## src/rtl/adc_ctrl_pkg.sv

```systemverilog
package adc_ctrl_pkg;

  // divider select codes
  localparam logic [1:0] DIV_SEL_4  = 2'h0;
  localparam logic [1:0] DIV_SEL_6  = 2'h1;
  localparam logic [1:0] DIV_SEL_8  = 2'h2;
  localparam logic [1:0] DIV_SEL_12 = 2'h3;
  localparam logic [3:0] DIV_CNT_4  = 4'h3;
  localparam logic [3:0] DIV_CNT_6  = 4'h5;
  localparam logic [3:0] DIV_CNT_8  = 4'h7;
  localparam logic [3:0] DIV_CNT_12 = 4'hB;

  // conversion length in conversion clock periods
  localparam logic [4:0] CONV_PERIODS = 5'h10;

  // reset values
  localparam logic [2:0] CHAN_RST     = 3'h0;
  localparam logic [2:0] PINCFG_RST   = 3'h0;
  localparam logic [1:0] DIVSEL_RST   = 2'h0;
  localparam logic [7:0] RES_BYTE_RST = 8'h00;

  // result byte layout
  localparam int RES_HI_LSB = 4;
  localparam int RES_LO_POS = 4;

  typedef struct packed {
    logic [2:0] channel_select_field;
    logic [2:0] pin_analog_config_field;
    logic       start;
  } converter_control_reg_t;

  typedef struct packed {
    logic conv_clk_div_sel_hi;
    logic conv_clk_div_sel_lo;
  } converter_clock_select_reg_t;

  typedef struct packed {
    logic [7:0] result_high_byte;
    logic [7:0] result_low_byte;
  } result_t;

  typedef enum logic [1:0] {ST_IDLE, ST_RESET, ST_CONV, ST_DONE} conv_state_t;

endpackage
```

## src/rtl/adc_control_sequencer.sv

```systemverilog
// Operation
// - conversion clock is oscillator divided by 4, 6, 8 or 12 per divider code
// - only the selected channel's analog input reaches the converter
// - pin field enables analog pins growing from lowest; 000 none, 111 all
// - pin function changes at run time only by rewriting the pin field
// - direction register is ignored for pins assigned to analog input
// - pull-high is disconnected on analog pins and restored on ordinary I/O
// - pending flag undefined after channel change until start pulse, then high
// - a low-high-low start sequence begins a conversion
// - pending flag goes low on completion; result bytes then hold valid data
// - bits 11..4 in high byte, bits 3..0 in low byte bits 7..4
// - start held high keeps converter reset with pending flag high
// - conversion end raises the converter interrupt request
// - pin field all zero powers down the converter
`timescale 1ns/1ps
module adc_control_sequencer
  import adc_ctrl_pkg::*;
(
  // clock and reset
  input  wire logic                                     clk,
  input  wire logic                                     nrst,
  // control registers
  input  wire adc_ctrl_pkg::converter_control_reg_t     ctrl,
  input  wire adc_ctrl_pkg::converter_clock_select_reg_t clk_sel,
  // port b controls and pins
  input  wire logic [7:0]                               port_b_direction_reg,
  input  wire logic [7:0]                               pull_high_enable,
  // converter core and port b pin outputs
  input  wire logic [11:0]                              core_data,
  output logic [7:0]                                    analog_inputs_en,
  output logic [7:0]                                    port_b_dir_eff,
  output logic [7:0]                                    port_b_pull_en,
  output logic                                          conv_clk_en,
  output logic                                          core_reset,
  output logic                                          core_power_on,
  // status
  output logic                                          conversion_pending_flag,
  output adc_ctrl_pkg::result_t                         result,
  output logic                                          conv_irq
);
  import adc_ctrl_pkg::*;

  logic [3:0]  div_cnt_q;
  logic [3:0]  div_cnt_d;
  logic [3:0]  div_max;
  logic        tick_q;
  logic        tick_d;
  logic        start_q;
  logic        start_d;
  logic [2:0]  chan_q;
  logic [2:0]  chan_d;
  conv_state_t st_q;
  conv_state_t st_d;
  logic [4:0]  per_q;
  logic [4:0]  per_d;
  logic        pend_q;
  logic        pend_d;
  result_t     res_q;
  result_t     res_d;
  logic        irq_q;
  logic        irq_d;
  logic [7:0]  amask_d;
  logic [7:0]  sel_q;
  logic [7:0]  sel_d;
  logic [7:0]  dir_q;
  logic [7:0]  dir_d;
  logic [7:0]  pull_q;
  logic [7:0]  pull_d;
  logic        pwr_q;
  logic        pwr_d;
  logic        rst_q;
  logic        rst_d;

  // divider reload from the two select bits
  always_comb begin
    case ({clk_sel.conv_clk_div_sel_hi, clk_sel.conv_clk_div_sel_lo})
      DIV_SEL_4:  div_max = DIV_CNT_4;
      DIV_SEL_6:  div_max = DIV_CNT_6;
      DIV_SEL_8:  div_max = DIV_CNT_8;
      default:    div_max = DIV_CNT_12;
    endcase
  end

  always_comb begin
    tick_d    = 1'b0;
    div_cnt_d = div_cnt_q + 4'h1;
    if (div_cnt_q >= div_max) begin
      div_cnt_d = 4'h0;
      tick_d    = 1'b1;
    end
  end

  // pin sharing; recomputed every cycle so rewrites take effect on the next clock
  always_comb begin
    for (int i = 0; i < 8; i++) begin
      amask_d[i] = (ctrl.pin_analog_config_field != 3'h0) &&
                   (ctrl.pin_analog_config_field == 3'h7 ||
                    i < 32'(ctrl.pin_analog_config_field));
    end
    sel_d  = amask_d & (8'h01 << ctrl.channel_select_field);
    dir_d  = port_b_direction_reg | amask_d;
    pull_d = pull_high_enable & ~amask_d;
    pwr_d  = (ctrl.pin_analog_config_field != 3'h0);
  end

  // conversion sequencer
  always_comb begin
    st_d    = st_q;
    per_d   = per_q;
    pend_d  = pend_q;
    res_d   = res_q;
    irq_d   = 1'b0;
    start_d = ctrl.start;
    chan_d  = ctrl.channel_select_field;
    rst_d   = 1'b0;
    case (st_q)
      ST_IDLE, ST_DONE: begin
        if (ctrl.start && !start_q) begin
          st_d = ST_RESET;
        end
      end
      ST_RESET: begin
        pend_d = 1'b1;
        rst_d  = 1'b1;
        if (!ctrl.start) begin
          st_d  = ST_CONV;
          per_d = 5'h0;
          rst_d = 1'b0;
        end
      end
      ST_CONV: begin
        if (ctrl.start) begin
          st_d   = ST_RESET;
          rst_d  = 1'b1;
        end else if (tick_q) begin
          if (per_q == CONV_PERIODS - 5'h1) begin
            st_d   = ST_DONE;
            pend_d = 1'b0;
            irq_d  = 1'b1;
            res_d.result_high_byte = core_data[11:RES_HI_LSB];
            res_d.result_low_byte  = {core_data[3:0], 4'h0};
          end else begin
            per_d = per_q + 5'h1;
          end
        end
      end
      default: st_d = ST_IDLE;
    endcase
    // a channel change mid conversion wins over a completing tick, so no false end
    if (chan_q != ctrl.channel_select_field && st_q == ST_CONV) begin
      st_d   = ST_IDLE;
      pend_d = pend_q;
      irq_d  = 1'b0;
      res_d  = res_q;
    end
    if (!pwr_q) begin
      st_d = ST_IDLE;
    end
  end

  // divider state
  always_ff @(posedge clk or negedge nrst) begin
    if (!nrst) begin
      div_cnt_q <= 4'h0;
      tick_q    <= 1'b0;
    end else begin
      div_cnt_q <= div_cnt_d;
      tick_q    <= tick_d;
    end
  end

  // pin sharing state
  always_ff @(posedge clk or negedge nrst) begin
    if (!nrst) begin
      sel_q     <= 8'h00;
      dir_q     <= 8'h00;
      pull_q    <= 8'h00;
      pwr_q     <= 1'b0;
    end else begin
      sel_q     <= sel_d;
      dir_q     <= dir_d;
      pull_q    <= pull_d;
      pwr_q     <= pwr_d;
    end
  end

  // sequencer state; the core stays in reset while powered down
  always_ff @(posedge clk or negedge nrst) begin
    if (!nrst) begin
      start_q   <= 1'b0;
      chan_q    <= CHAN_RST;
      st_q      <= ST_IDLE;
      per_q     <= 5'h0;
      pend_q    <= 1'b1;
      res_q     <= '{result_high_byte: RES_BYTE_RST, result_low_byte: RES_BYTE_RST};
      irq_q     <= 1'b0;
      rst_q     <= 1'b1;
    end else begin
      start_q   <= start_d;
      chan_q    <= chan_d;
      st_q      <= st_d;
      per_q     <= per_d;
      pend_q    <= pend_d;
      res_q     <= res_d;
      irq_q     <= irq_d;
      rst_q     <= rst_d | ~pwr_d;
    end
  end

  assign analog_inputs_en        = sel_q;
  assign port_b_dir_eff          = dir_q;
  assign port_b_pull_en          = pull_q;
  assign conv_clk_en             = tick_q;
  assign core_reset              = rst_q;
  assign core_power_on           = pwr_q;
  assign conversion_pending_flag = pend_q;
  assign result                  = res_q;
  assign conv_irq                = irq_q;

endmodule

```

## config.mk

```make
export PLATFORM = sky130hd
export DESIGN_NAME = adc_control_sequencer
export DESIGN_NICKNAME = d
export VERILOG_FILES = /design/src/rtl/adc_ctrl_pkg.sv /design/src/rtl/adc_control_sequencer.sv
export SDC_FILE = /design/constraint.sdc
export NUM_CORES = 1
export LEC_CHECK = 0
export BUFFER_PORTS_ARGS = -buffer_cell sky130_fd_sc_hd__buf_4
export CAP_MARGIN = 20
export CORE_MARGIN = 2
export CORE_UTILIZATION = 49
export CTS_BUF_LIST = sky130_fd_sc_hd__clkbuf_16
export CTS_CLUSTER_DIAMETER = 50
export DETAILED_ROUTE_END_ITERATION = 7
export PLACE_DENSITY = 0.79
export SYNTH_ARGS = -nofsm -noshare
export SYNTH_HDL_FRONTEND = slang
export SYNTH_SLANG_ARGS = --single-unit
```

## constraint.sdc

```tcl
create_clock -name clk -period 2.6 [get_ports clk]
set_input_delay 0.13 -clock clk [delete_from_list [all_inputs] [get_ports clk]]
set_output_delay 0.13 -clock clk [all_outputs]
set_load 0.005 [all_outputs]
```

---- Word-level counts from Yosys, hierarchy flattened ----
Cells that the tools add are included.
cells by class
  reduce and logical (&&, ||, !) cells .... 28
  shifts and indexed selects .............. 1
  mux-type cells .......................... 27
  bitwise operators ....................... 8
  order comparisons ....................... 8
  add/subtract/negate cells ............... 2
  equality and inequality tests ........... 17
operators with widths
  kind                                                                         number
  5-bit two-way mux                                                            4
  8-bit bitwise AND                                                            2
  5-bit AND reduction                                                          3
  2-bit two-way mux                                                            7
  4-bit case mux with 3 select lines                                           1
  1-bit two-way mux                                                            11
  1-bit logical AND                                                            10
  2-bit inequality test, second input constant                                 5
  5-bit by 4-bit inequality test with 1-bit output, second input constant      2
  5-bit case mux with 2 select lines                                           1
  3-bit less-than comparator, first input constant                             3
  4-bit inequality test, second input constant                                 2
  8-bit inverter                                                               1
  8-bit OR                                                                     1
  1-bit by 3-bit left shift with 8-bit output, first input constant            1
  1-bit logical OR                                                             7
  2-bit equality test, second input constant                                   3
  1-bit by 3-bit less-than comparator with 1-bit output, first input constant  2
  2-bit by 3-bit less-than comparator with 1-bit output, first input constant  2
  2-bit case mux with 3 select lines                                           1
  5-bit by 1-bit adder with 5-bit output, second input constant                1
  5-bit by 4-bit equality test with 1-bit output, second input constant        1
  4-bit by 1-bit adder with 4-bit output, second input constant                1
  2-bit by 1-bit equality test with 1-bit output, second input constant        2
  13 further kinds                                                             17
storage, ports and cells
  input bits .............................. 39
  output and inout bits ................... 45
  register bits after elaboration ......... 56
  word-level logic and storage cells ...... 106

---- Logic depth before layout (Yosys ltp) ----
  depth in word-level cells ............... 7
  depth in mapped cells ................... 8
  gate-level depth less buffers ........... 7

---- Worst setup path after synthesis ----
Ideal clock, no wire load.
  path type ............................... flip-flop to flip-flop
  from .................................... reg per_q[0]
  to ...................................... reg res_q, in the netlist result[10]
  period minus slack after synthesis ...... 2030 ps
  stages on the path, launching flop included .. 9
  setup slack ............................. 570 ps
  arrival time ............................ 1905 ps
  required time ........................... 2475 ps
  buffers on the path ..................... 2
  library setup time ...................... 125 ps
  cell sequence ........................... dfrtp_1 -> ha_1 -> and3_1 -> ha_1 -> nand2_1 -> or4b_4 -> buf_6 -> buf_12 -> mux2_4
on the way
  longest elaborated chain between the ends .. 2
RTL lines
  what                                            RTL line                      RTL
  start: declaration                              adc_control_sequencer.sv:54   logic [4:0] per_q;
  start signal: assignment                        adc_control_sequencer.sv:202  per_q <= per_d;
  5-bit by 4-bit equality test with 1-bit output  adc_control_sequencer.sv:136  if (per_q == CONV_PERIODS - 5'h1) begin
  5-bit AND reduction (no source line)            --
  end signal: assignment                          adc_control_sequencer.sv:195  res_q <= '{result_high_byte: RES_BYTE_RST, result_low_byte: RES_BYTE_RST};
  end signal: assignment                          adc_control_sequencer.sv:204  res_q <= res_d;
  end: declaration                                adc_control_sequencer.sv:58   result_t res_q;
No other way between the ends.
A chain may end at the register's enable or synchronous reset.

---- Final worst setup path ----
  from .................................... reg per_q[0]
  to ...................................... reg res_q, in the netlist result[9]
Same word-level chain as after synthesis.

==> reports/results.txt <==
Clock transition at the registers of the reported paths - 70 ps
Most used cell, CP - ha_1
Antenna cells - 0
Slew at the pin with the worst max-slew slack - 655 ps
Util after Layout - 66.8%
R2R depth - 6
CTS tree - yes
First-pass GRT wire length - 7.13 mm
Die Area - 5390 µm²
Setup_tns - 0 ps
Startpoint types - flip-flop
Nets@finish - 317
CTS max path bufs - 2
Placed cell area - 2960 µm²
Commonest cells in the netlist - 54 x dfrtp_1, 11 x ha_1, 11 x inv_1, 11 x nand2_1, 10 x nor2_1
Leakage - 1.63 nW
HPWL after detailed placement - 3.29 mm
Post-synth EDFFs - 0
Clk Latency, worst-skew pair - 290 ps
Min-delay src - ctrl[0]
Vias per cell - 5.08
Largest cells by area after synthesis - dfrtp_1 57%, ha_1 5.8%, mux2_4 5.7%, dfstp_2 2.2%, and2_1 2.1%
Root Driver - clkbuf_16
CP Data Arrival Time - 2250 ps
RSZ-0062 raised after global routing - false
Worst hold path type - input port to flip-flop
Ports - 84
Clock skew - 6.94 ps
Status - completed
Synth Instances - 185
Cell Rows - 25
Worst setup margin - 532 ps
VDD IR max - 0.408 mV
Synthesis-stage register bit count - 56
Pre-CTS WS - 541 ps
Seq/Total Area, Yosys - 59.5%
Final Wtd Congestion - 0.753
Most used DFF post-synth - dfrtp_1
Fin. Hold Viols - 0
Setup-failing EPs final - 0
Total CTS buffers - 5
Die X - 73.4 µm
Instance count on the critical path - 6
Worst Hold End - start_q
Crit path required time - 2780 ps
Iter 0 DRT Violations - 76
Global Route Usage Sum - 17.5%
Count leader, synth - dfrtp_1
Fin crit share - 79.6%
Critical path class - flip-flop to flip-flop
Largest net degree at the start of global routing - 57
Hold path depth - 1
Vias in the first global route - 1,583
CP top delay family - simple AND/OR/NAND/NOR gates
Ys Warns - 0
CP max stage cell - or4b_4
FMAX - 0.483 GHz
R2r setup slk - 530 ps
Max cap viols - 0
Via count - 1,635
Share of post-route cells with drive strength above 1 - 39.2%
Crit. End Element - flip-flop
Core area - 4690 µm²
R2r endpoint - result[9]
Final non-filler cell total - 322
Drt drc - 0
Clock Sinks - 56
Overflow after GRT - 0
Pwr/cell area - 726 nW/µm²
Fin. max-slew vios - 0
Initial Utilization - 50.3%
Critical Path Fanout Max - 13
Placed cell count - 313
Final worst path period need - 2070 ps
Die Y - 73.4 µm
Initial DRT Pass Iterations - 4
Area grow syn2layout - 32.8%
WL final - 4.41 mm
Initial antenna violation count - 0
Ys async rst share - 100%
Post-synth top area share - 57.3%
Avg Inst Size Synth - 12.8 µm²
Post-Syn Area - 2360 µm²
Max incr delay on CP - 630 ps
Post-CTS Setup Bufs - 0
R2R Path Start - per_q[0]
H-tree Lvls - 2
Cells along the critical path - ha_1 -> and3_1 -> ha_1 -> nand2_1 -> or4b_4 -> mux2_4
Buffer and inverter count on the worst path - 0
Synth area leader - dfrtp_1
Number of distinct library cells after synthesis - 42
Port Buf Inserts - 79
Fin area - 3130 µm²
Slew headroom - 56.4%
Final ANT Viol Nets - 0
Routed length per instance - 13.7 µm
## registers in the layout (all words and copies together), names as in the netlist
| signal | flops |
|---|---|
| div_cnt_q | 4 |
| conversion_pending_flag | 1 |
| st_q | 2 |
| per_q | 5 |
| port_b_pull_en | 8 |
| core_reset | 1 |
| conv_irq | 1 |
| chan_q | 3 |
| port_b_dir_eff | 8 |
| analog_inputs_en | 8 |
| conv_clk_en | 1 |
| start_q | 1 |
| result | 12 |
| core_power_on | 1 |
## logic make-up (layout without fill, tap and decap cells)
family | count (synthesis) | count (layout) | synth area share [%]
simple gates | 59 | 59 | 14.2
flops | 56 | 56 | 59.5
compound gates | 21 | 21 | 5.89
buf+inv | 19 | 99 | 4.72
mux | 13 | 13 | 7.58
fa+ha+maj | 11 | 11 | 5.83
xor+xnor | 5 | 5 | 2.17
other cells | 1 | 4 | 0.159
## worst register-to-register path, delay by kind of cell (launching register included)
family | cells | cell delay (ps)
flip-flops | 1 | 380
adder cells (fa/ha/maj) | 2 | 350
AND/OR/NAND/NOR | 3 | 880
multiplexers | 1 | 340
## through the flow
stage,total power (W),hold slack [ps]
floorplan,0.00137,-166
global placement,0.00154,212
detailed placement,0.00156,212
CTS,0.00230,11.3
global route,0.00241,14.6
finish,0.00228,14.8
## final cells by class
cell class / count / area [µm²]
fillers: 373 / 1560
flip-flops and latches: 56 / 1400
multi-input cells: 113 / 856
repair buffers: 80 / 603
clock buffers: 5 / 125
well taps: 54 / 67.6
inverters: 11 / 41.3
clock inverters: 3 / 37.5
## worst max-delay path by stage
stage / endpoint / from
finish: result[9] / per_q[0]
global route: result[9] / per_q[0]
CTS: result[9] / per_q[0]
detailed placement: result[8] / per_q[0]
global placement: result[8] / per_q[0]
floorplan: result[10] / per_q[0]
## layer usage
layer  track usage, %  vias up  wire (µm)
met5                0        -          0
li1                 -      778          -
met1             20.3      786       1770
met4             7.27        0         74
met2             29.8       64       2210
met3             5.76        7        355
## power breakdown
part	internal (W)	leakage (nW)	switching, W
sequential	0.000968	0.712	0.0000663
clock	0.000448	0.0789	0.000285
combinational	0.000258	0.839	0.000251
total	0.00167	1.63	0.000602
## repair_timing
| action | in CTS | in global routing |
|---|---|---|
| endpoints found under the hold margin | 54 | 0 |
| hold buffers | 1 | 0 |
| gates resized for setup | 0 | 0 |
## placed cells by master, fill, tap and decap left out, types with 4 or more instances in the layout
cell type | netlist | layout
buf_4 | 4 | 79
dfrtp_1 | 54 | 54
inv_1 | 11 | 11
nand2_1 | 11 | 11
ha_1 | 11 | 11
nor2_1 | 10 | 10
o21ai_0 | 9 | 9
mux2_4 | 9 | 9
and2_1 | 8 | 8
nand2b_1 | 7 | 7
clkbuf_16 | 0 | 5
a21o_1 | 4 | 4
conb_1 | 1 | 4
Note: power is estimated with default switching activity, not from simulation.
